===== config.mk =====
export PLATFORM = sky130hd
export DESIGN_NAME = hpm_pin_mux
export DESIGN_NICKNAME = d
export VERILOG_FILES = /design/src/hdl/hpm_pkg.sv /design/src/hdl/hpm_alert_drv.sv /design/src/hdl/hpm_pin_mux.sv
export SDC_FILE = /design/constraint.sdc
export NUM_CORES = 1
export LEC_CHECK = 0
export ABC_AREA = 0
export BUFFER_PORTS_ARGS = -buffer_cell sky130_fd_sc_hd__buf_4
export CORE_MARGIN = 8
export CORE_UTILIZATION = 44
export DETAILED_ROUTE_END_ITERATION = 8
export PLACE_DENSITY_LB_ADDON = 0.25
export SYNTH_ARGS = -nofsm -noshare
export SYNTH_HDL_FRONTEND = slang
export SYNTH_HIERARCHICAL = 1
export SYNTH_SLANG_ARGS = --single-unit

===== constraint.sdc =====
create_clock -name i_clock -period 1.75 [get_ports i_clock]
set_clock_uncertainty 0.05 [all_clocks]
set_input_delay 0.175 -clock i_clock [delete_from_list [all_inputs] [get_ports i_clock]]
set_output_delay 0.175 -clock i_clock [all_outputs]
set_load 0.02 [all_outputs]

===== src/hdl/hpm_pkg.sv =====
// Purpose: shared types and constants for the host port pin mode select block
// Assumes: single 250 MHz clock, synchronous active-high reset
// Notes:   bit positions of the shared bus pins are named here, not in the logic
package hpm_pkg;

  typedef enum logic [1:0] {
    HPM_MODE_MUX    = 2'h0,
    HPM_MODE_NONMUX = 2'h1,
    HPM_MODE_SERIAL = 2'h2,
    HPM_MODE_HW     = 2'h3
  } hpm_mode_t;

  localparam int HPM_BUS_W      = 8;
  localparam int HPM_BIT_RXTERM = 7;
  localparam int HPM_BIT_TXTERM = 6;
  localparam int HPM_BIT_RXM1   = 5;
  localparam int HPM_BIT_RXM0   = 4;
  localparam int HPM_BIT_TSYNC  = 3;
  localparam int HPM_BIT_RSYNC  = 2;
  localparam int HPM_BIT_SCLK   = 2;
  localparam int HPM_BIT_RXM3   = 1;
  localparam int HPM_BIT_MOSI   = 1;
  localparam int HPM_BIT_TCS0   = 0;
  localparam int HPM_BIT_MISO   = 0;

  localparam logic [7:0] HPM_BUS_ZERO = 8'h00;

  // hardware-mode configuration captured from the straps
  typedef struct packed {
    logic       rx_term_disable;
    logic       tx_term_disable;
    logic       rx_mode_sel_3;
    logic       rx_mode_sel_1;
    logic       rx_mode_sel_0;
    logic       tx_sync_function_sel;
    logic       rx_sync_function_sel;
    logic       tx_mode_sel_2;
    logic       tx_mode_sel_1;
    logic       tx_mode_sel_0;
    logic       jitter_clk_sel;
    logic [1:0] tx_clk_source_sel;
  } hpm_hw_cfg_t;

  localparam hpm_hw_cfg_t HPM_HW_CFG_RESET = '0;

  // parallel/serial bus side seen by the register core
  typedef struct packed {
    logic       sclk;
    logic       mosi;
    logic [7:0] bus_in;
  } hpm_host_in_t;

endpackage : hpm_pkg


===== src/hdl/hpm_alert_drv.sv =====
// Purpose: open-drain active-low alert pin driver
// Assumes: external pull-up holds the wire high when not driven
// Notes:   output data is always zero; only the enable moves
`timescale 1ns/1ns
module hpm_alert_drv (
  input  wire logic i_clock,
  input  wire logic i_reset,
  input  wire logic i_event,
  input  wire logic i_tristate,
  output logic      o_alert_n_out,
  output logic      o_alert_n_oe
);

  logic enable_q;

  // registered enable so the pin never glitches on event decode
  always_ff @(posedge i_clock) begin
    if (i_reset) begin
      enable_q <= 1'b0;
    end else begin
      enable_q <= i_event & ~i_tristate; // [RL1] [RL5]
    end
  end

  assign o_alert_n_out = 1'b0;                 // [RL19]
  assign o_alert_n_oe  = enable_q & ~i_tristate; // [RL19] [RL5]

endmodule : hpm_alert_drv


===== src/hdl/hpm_pin_mux.sv =====
// Purpose: host port pin role selection, strap capture, alert and tristate/reset pin
// Assumes: all pins synchronous to i_clock; straps static after reset
// Notes:   register core and serial engine live elsewhere; this block only steers pins
//
// Overview of operation
// RL1: alert pin pulls low while any status event is pending; the code never pulls it in hardware mode or before the straps are sampled.
// RL2: strapper drives jitter clock select high for T1 with high-rate master clock.
// RL3: in hardware mode transmit mode comes from transmit mode select pins.
// RL4: rising tristate/reset pin resets configuration registers to defaults.
// RL5: tristate/reset high floats every output; outside holds it low normally.
// RL6: two-bit strap picks muxed, nonmuxed, serial or hardware mode.
// RL7: strap 01 makes shared pins the nonmultiplexed data bus.
// RL8: strap 00 makes shared pins the multiplexed address/data bus.
// RL9: hardware mode bit 7 disables receive termination.
// RL10: hardware mode bit 6 disables transmit termination.
// RL11: hardware mode bits 5, 4, 1 give receive mode bits 1, 0, 3.
// RL12: hardware mode bit 3 picks transmit sync, bit 2 receive sync function.
// RL13: serial mode bit 2 is the serial clock input.
// RL14: serial mode bit 1 is serial data input from host.
// RL15: strap 10 makes bit 0 the serial data output.
// RL16: transmit clock source from bit 0 and dedicated select 1 input.
// RL17: host holds chip select low during every access.
// RL18: strap and hardware settings are sampled after reset and held.
// RL19: alert pin only pulls low, otherwise floats on external pull-up.
`timescale 1ns/1ns
module hpm_pin_mux (
  input  wire logic                 i_clock,
  input  wire logic                 i_reset,
  // straps and dedicated pins
  input  wire logic [1:0]           i_host_port_mode,
  input  wire logic                 i_tristate_and_reset,
  input  wire logic                 i_tx_mode_sel_1,
  input  wire logic                 i_tx_mode_sel_2,
  input  wire logic                 i_tx_mode_sel_0,
  input  wire logic                 i_tx_clk_source_sel_1,
  input  wire logic                 i_chip_select_n,
  // shared bus pins, three signals each
  input  wire logic [7:0]           i_bus_pin_in,
  output logic      [7:0]           o_bus_pin_out,
  output logic      [7:0]           o_bus_pin_oe,
  // alert / jitter clock select pin
  input  wire logic                 i_alert_pin_in,
  output logic                      o_alert_n_out,
  output logic                      o_alert_n_oe,
  // core side
  input  wire logic                 i_status_event,
  input  wire logic [7:0]           i_core_rd_data,
  input  wire logic                 i_core_rd_drive,
  input  wire logic                 i_core_miso,
  output hpm_pkg::hpm_mode_t        o_mode,
  output hpm_pkg::hpm_hw_cfg_t      o_hw_cfg,
  output hpm_pkg::hpm_host_in_t     o_host_in,
  output logic                      o_chip_select_n,
  output logic                      o_config_reset,
  output logic                      o_tristate
);

  hpm_pkg::hpm_mode_t   mode_q;
  hpm_pkg::hpm_hw_cfg_t hw_cfg_q;
  hpm_pkg::hpm_hw_cfg_t hw_cfg_d;
  hpm_pkg::hpm_host_in_t host_in_q;
  logic                 sampled_q;
  logic                 tst_prev_q;
  logic                 cfg_reset_q;
  logic                 tristate_q;
  logic                 cs_n_q;
  logic [7:0]           out_d;
  logic [7:0]           oe_d;
  logic [7:0]           out_q;
  logic [7:0]           oe_q;
  logic                 alert_event;

  function automatic logic is_mode(input hpm_pkg::hpm_mode_t m,
                                   input hpm_pkg::hpm_mode_t want);
    is_mode = (m == want);
  endfunction : is_mode

  // gather hardware-mode fields straight from the pins
  always_comb begin
    hw_cfg_d                      = hpm_pkg::HPM_HW_CFG_RESET;
    hw_cfg_d.rx_term_disable      = i_bus_pin_in[hpm_pkg::HPM_BIT_RXTERM]; // [RL9]
    hw_cfg_d.tx_term_disable      = i_bus_pin_in[hpm_pkg::HPM_BIT_TXTERM]; // [RL10]
    hw_cfg_d.rx_mode_sel_1        = i_bus_pin_in[hpm_pkg::HPM_BIT_RXM1];   // [RL11]
    hw_cfg_d.rx_mode_sel_0        = i_bus_pin_in[hpm_pkg::HPM_BIT_RXM0];   // [RL11]
    hw_cfg_d.rx_mode_sel_3        = i_bus_pin_in[hpm_pkg::HPM_BIT_RXM3];   // [RL11]
    hw_cfg_d.tx_sync_function_sel = i_bus_pin_in[hpm_pkg::HPM_BIT_TSYNC];  // [RL12]
    hw_cfg_d.rx_sync_function_sel = i_bus_pin_in[hpm_pkg::HPM_BIT_RSYNC];  // [RL12]
    hw_cfg_d.tx_mode_sel_0        = i_tx_mode_sel_0;  // [RL3]
    hw_cfg_d.tx_mode_sel_1        = i_tx_mode_sel_1;  // [RL3]
    hw_cfg_d.tx_mode_sel_2        = i_tx_mode_sel_2;  // [RL3]
    // strapper owns the level; we only capture it
    hw_cfg_d.jitter_clk_sel       = i_alert_pin_in;   // [RL2]
    hw_cfg_d.tx_clk_source_sel    = {i_tx_clk_source_sel_1,
                                     i_bus_pin_in[hpm_pkg::HPM_BIT_TCS0]}; // [RL16]
  end

  // strap capture: first cycle after reset release, then held static
  always_ff @(posedge i_clock) begin
    if (i_reset) begin
      sampled_q <= 1'b0;
      mode_q    <= hpm_pkg::HPM_MODE_MUX;
    end else if (!sampled_q) begin
      sampled_q <= 1'b1;
      mode_q    <= hpm_pkg::hpm_mode_t'(i_host_port_mode); // [RL18] [RL6]
    end
  end

  // hardware settings sampled once; ignored outside hardware mode
  always_ff @(posedge i_clock) begin
    if (i_reset) begin
      hw_cfg_q <= hpm_pkg::HPM_HW_CFG_RESET;
    end else if (!sampled_q &&
                 is_mode(hpm_pkg::hpm_mode_t'(i_host_port_mode), hpm_pkg::HPM_MODE_HW)) begin
      hw_cfg_q <= hw_cfg_d; // [RL18] [RL3]
    end
  end

  // tristate/reset pin: level floats pins, rising edge resets config
  always_ff @(posedge i_clock) begin
    if (i_reset) begin
      tst_prev_q  <= 1'b0;
      cfg_reset_q <= 1'b0;
      tristate_q  <= 1'b0;
    end else begin
      tst_prev_q  <= i_tristate_and_reset;
      cfg_reset_q <= i_tristate_and_reset & ~tst_prev_q; // [RL4]
      tristate_q  <= i_tristate_and_reset;               // [RL5]
    end
  end

  // host inputs routed by mode; other modes see zeros so the core stays idle
  always_ff @(posedge i_clock) begin
    if (i_reset) begin
      host_in_q <= '0;
      cs_n_q    <= 1'b1;
    end else begin
      cs_n_q           <= i_chip_select_n; // [RL17]
      host_in_q.bus_in <= (is_mode(mode_q, hpm_pkg::HPM_MODE_MUX) ||
                           is_mode(mode_q, hpm_pkg::HPM_MODE_NONMUX)) ?
                          i_bus_pin_in : hpm_pkg::HPM_BUS_ZERO; // [RL7] [RL8]
      host_in_q.sclk   <= is_mode(mode_q, hpm_pkg::HPM_MODE_SERIAL) &
                          i_bus_pin_in[hpm_pkg::HPM_BIT_SCLK];  // [RL13]
      host_in_q.mosi   <= is_mode(mode_q, hpm_pkg::HPM_MODE_SERIAL) &
                          i_bus_pin_in[hpm_pkg::HPM_BIT_MOSI];  // [RL14]
    end
  end

  // pin drive selection by mode
  always_comb begin
    out_d = hpm_pkg::HPM_BUS_ZERO;
    oe_d  = hpm_pkg::HPM_BUS_ZERO;
    case (mode_q)
      hpm_pkg::HPM_MODE_MUX,
      hpm_pkg::HPM_MODE_NONMUX: begin
        // same lanes in both; the core decides address vs data phase
        out_d = i_core_rd_data;                        // [RL7] [RL8]
        oe_d  = {hpm_pkg::HPM_BUS_W{i_core_rd_drive}}; // [RL7] [RL8]
      end
      hpm_pkg::HPM_MODE_SERIAL: begin
        out_d[hpm_pkg::HPM_BIT_MISO] = i_core_miso;     // [RL15]
        oe_d[hpm_pkg::HPM_BIT_MISO]  = ~i_chip_select_n; // [RL15]
      end
      hpm_pkg::HPM_MODE_HW: begin
        oe_d = hpm_pkg::HPM_BUS_ZERO; // straps only, never driven
      end
      default: begin
        oe_d = hpm_pkg::HPM_BUS_ZERO;
      end
    endcase
    if (i_tristate_and_reset) begin
      oe_d = hpm_pkg::HPM_BUS_ZERO; // [RL5]
    end
    // lanes stay released until the straps are known, so a strap is never overdriven
    if (!sampled_q) begin
      oe_d = hpm_pkg::HPM_BUS_ZERO; // [RL18]
    end
  end

  always_ff @(posedge i_clock) begin
    if (i_reset) begin
      out_q <= hpm_pkg::HPM_BUS_ZERO;
      oe_q  <= hpm_pkg::HPM_BUS_ZERO;
    end else begin
      out_q <= out_d;
      oe_q  <= oe_d;
    end
  end

  // float immediately too, since the registered enable lags one cycle
  assign o_bus_pin_out = out_q;
  assign o_bus_pin_oe  = oe_q & {hpm_pkg::HPM_BUS_W{~i_tristate_and_reset}}; // [RL5]

  // no alert before the straps are known: the pin may still be the jitter strap
  assign alert_event = i_status_event & sampled_q &
                       ~is_mode(mode_q, hpm_pkg::HPM_MODE_HW); // [RL1] [RL18]

  // in hardware mode the pin is a strap input, so the alert never drives it
  hpm_alert_drv u_alert (
    .i_clock       (i_clock),
    .i_reset       (i_reset | cfg_reset_q),
    .i_event       (alert_event), // [RL1]
    .i_tristate    (i_tristate_and_reset),
    .o_alert_n_out (o_alert_n_out), // [RL19]
    .o_alert_n_oe  (o_alert_n_oe)   // [RL19]
  );

  assign o_mode          = mode_q;
  assign o_hw_cfg        = hw_cfg_q;
  assign o_host_in       = host_in_q;
  assign o_chip_select_n = cs_n_q;
  assign o_config_reset  = cfg_reset_q; // [RL4]
  assign o_tristate      = tristate_q;

endmodule : hpm_pin_mux


==> impl_metrics.env <==
export IMPL_clk_root_buffer_cell="clkbuf_4"
export IMPL_grt_pass1_wl_mm=5.79
export IMPL_drive_gt1_frac=0.394
export IMPL_switching_share=0.245
export IMPL_worst_slew_pin_slew_ns=0.755
export IMPL_die_h_microns=73.8
export IMPL_grt_antenna_before_repair=0
export IMPL_h_tree_depth=2
export IMPL_cp_arrival_ns=1.31
export IMPL_totalWireLength_mm=3.59
export IMPL_slew_headroom=0.495
export IMPL_cp_end_kind="primary output"
export IMPL_die_x_microns=73.8
export IMPL_crit_top_cell="buf_4"
export IMPL_fmax_ghz=0.652
export IMPL_tritoncts="done"
export IMPL_slowest_delay_ns=0.54
export IMPL_route_detailed_drc=0
export IMPL_cap_violations=0
export IMPL_cts_sinks=40
export IMPL_yosys_warnings=6
export IMPL_p_clk_frac=0.241
export IMPL_start_kind="primary input"
export IMPL_drtAntennaViolNets=0
export IMPL_crit_chain="dlygate4sd3_1 -> buf_4 -> nor2b_2 -> buf_4"
export IMPL_yosys_top_cells_area="dfxtp_1, nand2b_1, mux2i_1"
export IMPL_nets=248
export IMPL_num_vias=1167
export IMPL_n_antenna_cell=0
export IMPL_synth_cells=136
export IMPL_ys_ff_latch=40
export IMPL_combPwrFrac=0.175
export IMPL_vias_per_cell=4.42
export IMPL_synth_top_area_frac=0.546
export IMPL_power_net_switching_mw=0.409
export IMPL_post_cts_buffers=0
export IMPL_synth_fp_nets=166
export IMPL_finalCritPeriodShare=0.876
export IMPL_ir_drop_uv=423
export IMPL_setup_viol=0
export IMPL_slew_viol_final=0
export IMPL_area_delta_synth_final_pct=49.4
export IMPL_fp_row_count=21
export IMPL_grt_use_total=0.136
export IMPL_io_buffers=74
export IMPL_syn_avg_cell_area_sq_um=10.8
export IMPL_outcome="finished, final reports clean"
export IMPL_synth_area_sq_mm=0.00147
export IMPL_yosysSeqAreaShare=0.546
export IMPL_p_per_area_mw_per_mm2=761
export IMPL_clk_pin_slew_worst_paths_ns=0.10
export IMPL_gp_congestion=0.702
export IMPL_fin_setup_tns_ns=0
export IMPL_dp_hpwl_mm=2.68
export IMPL_die_area_sq_mm=0.00544
export IMPL_hp_class="primary input to flip-flop"
export IMPL_wl_per_cell_microns=13.6
export IMPL_yosysTopAreaCell="dfxtp_1"
export IMPL_p_leak_nw=1.01
export IMPL_power_mw=1.67
export IMPL_numCtsBuffers=5
export IMPL_wl_met3_microns=336
export IMPL_slowest_stage="dlygate4sd3_1"
export IMPL_fill_cells=284
export IMPL_grt_overflow=0
export IMPL_r2r_setup_slack_ns=0.33
export IMPL_cp_required_ns=1.52
export IMPL_io_pins=76
export IMPL_grt_pass1_vias=1290
export IMPL_p_seq_frac=0.584
export IMPL_synth_cell_type_count=21
export IMPL_met1_length_mm=1.38
export IMPL_internal_power_mw=1.26
export IMPL_cp_max_fo=7
export IMPL_finalCriticalPeriod_ns=1.53
export IMPL_grt_max_degree=38
export IMPL_coreArea_sq_mm=0.00326
export IMPL_worstSkewPairLatency_ns=0.32
export IMPL_drtIter0Drc=26
export IMPL_top_layer="met4"
export IMPL_first_pass_iters=4
export IMPL_crit_type="primary input to primary output"
export IMPL_hold_viol_final=0
export IMPL_rsz0062_at_grt="false"
export IMPL_start_util=0.450
export IMPL_wl_met2_mm=1.85
export IMPL_cts_buffer_depth=2
==> cells by family (layout without fill, tap and decap cells) <==
family          count (synthesis)  in the layout  synth area share
mux                            15             15             0.102
simple gates                   61             61             0.269
flops                          40             40             0.546
buf+inv                        16             98            0.0631
other cells                     1              1           0.00256
compound gates                  3              3            0.0170
==> through the flow <==
step	setup slack, ns	cells	instance area [sq um]	hold WS (ns)	util
finish	0.216	264	2190	0.0170	0.673
global route	0.136	264	2190	0.0143	0.673
CTS	0.0703	263	2180	0.000476	0.669
detailed placement	0.300	243	2000	0.327	0.615
global placement	0.364	243	2000	0.327	0.615
floorplan	0.366	136	1470	0.195	-
==> registers in the layout (all words and copies together) (netlist names) <==
name and count:
o_chip_select_n 1, o_bus_pin_out 8, oe_q 2, o_host_in 10, o_hw_cfg 13, u_alert/enable_q 1, o_tristate 1, o_mode 2
o_config_reset 1, sampled_q 1
==> metal layers <==
metal / up-vias / GRT usage
li1: 588 / -
met1: 532 / 0.128
met2: 43 / 0.255
met3: 4 / 0.0628
met4: 0 / 0.0399
met5: - / 0
==> layout by cell type (no fill, tap or decap) <==
cell            n
nor2b_1         4
nor3b_2         1
clkbuf_4        5
nor4bb_1        2
nor2b_2         1
nand2b_1       28
nand3b_1        1
a21oi_1         2
or2_2           2
conb_1          1
or3b_1          1
and3b_1         1
a2111oi_2       1
and4b_1         1
nand2_1         1
mux2i_1        15
inv_1           2
dfxtp_1        40
nor2_1          3
clkinv_2        1
clkbuf_1        1
and2_1         15
buf_4          75
dlygate4sd3_1  14
==> synthesized netlist by cell type, drive strengths merged <==
library cell / count
and4b: 1
and3b: 1
a2111oi: 1
nor4bb: 2
nor2b: 5
or3b: 1
inv: 2
or2: 2
nor3b: 1
nand3b: 1
clkbuf: 4
nand2: 1
nand2b: 28
nor2: 3
buf: 10
dfxtp: 40
a21oi: 2
and2: 15
mux2i: 15
conb: 1
==> layout make-up <==
| type | count | area [sq um] | area share |
|---|---|---|---|
| Clock inverter | 1 | 5.00 | 0.00228 |
| Clock buffer | 6 | 41.3 | 0.0188 |
| Timing Repair Buffer | 89 | 703 | 0.321 |
| Sequential cell | 40 | 801 | 0.365 |
| Multi-Input combinational cell | 80 | 577 | 0.263 |
| Tap cell | 46 | 57.6 | 0.0263 |
| Inverter | 2 | 7.51 | 0.00342 |
==> final timing paths <==
path,startpoint,endpoint,depth (start not counted)
setup / recovery,i_tristate_and_reset,o_bus_pin_oe[7],4
hold reg to reg,o_tristate,o_config_reset,1
setup reg to reg,o_mode[1],oe_q[0],2
hold / removal,i_bus_pin_in[7],o_host_in[7],2
==> power by group through the flow <==
stage,combinational (mW),clock (mW),sequential (mW)
2_1_floorplan,0.0890,0,1.04
3_3_place_gp,0.264,0,0.993
3_5_place_dp,0.270,0,0.996
4_1_cts,0.294,0.428,0.975
5_1_grt,0.315,0.464,0.981
6_report,0.292,0.402,0.975
==> worst max-delay path, delay by kind of cell <==
kind	cells	cell delay, ns
simple gates	1	0.23
buf+inv	3	0.90
==> repair_timing <==
action,4_1_cts,5_1_grt
endpoints found under the hold margin,13,1
hold buffers,13,1
resized for setup,0,1
endpoints found under the setup margin,0,7
Note: power is estimated with default switching activity, not from simulation.
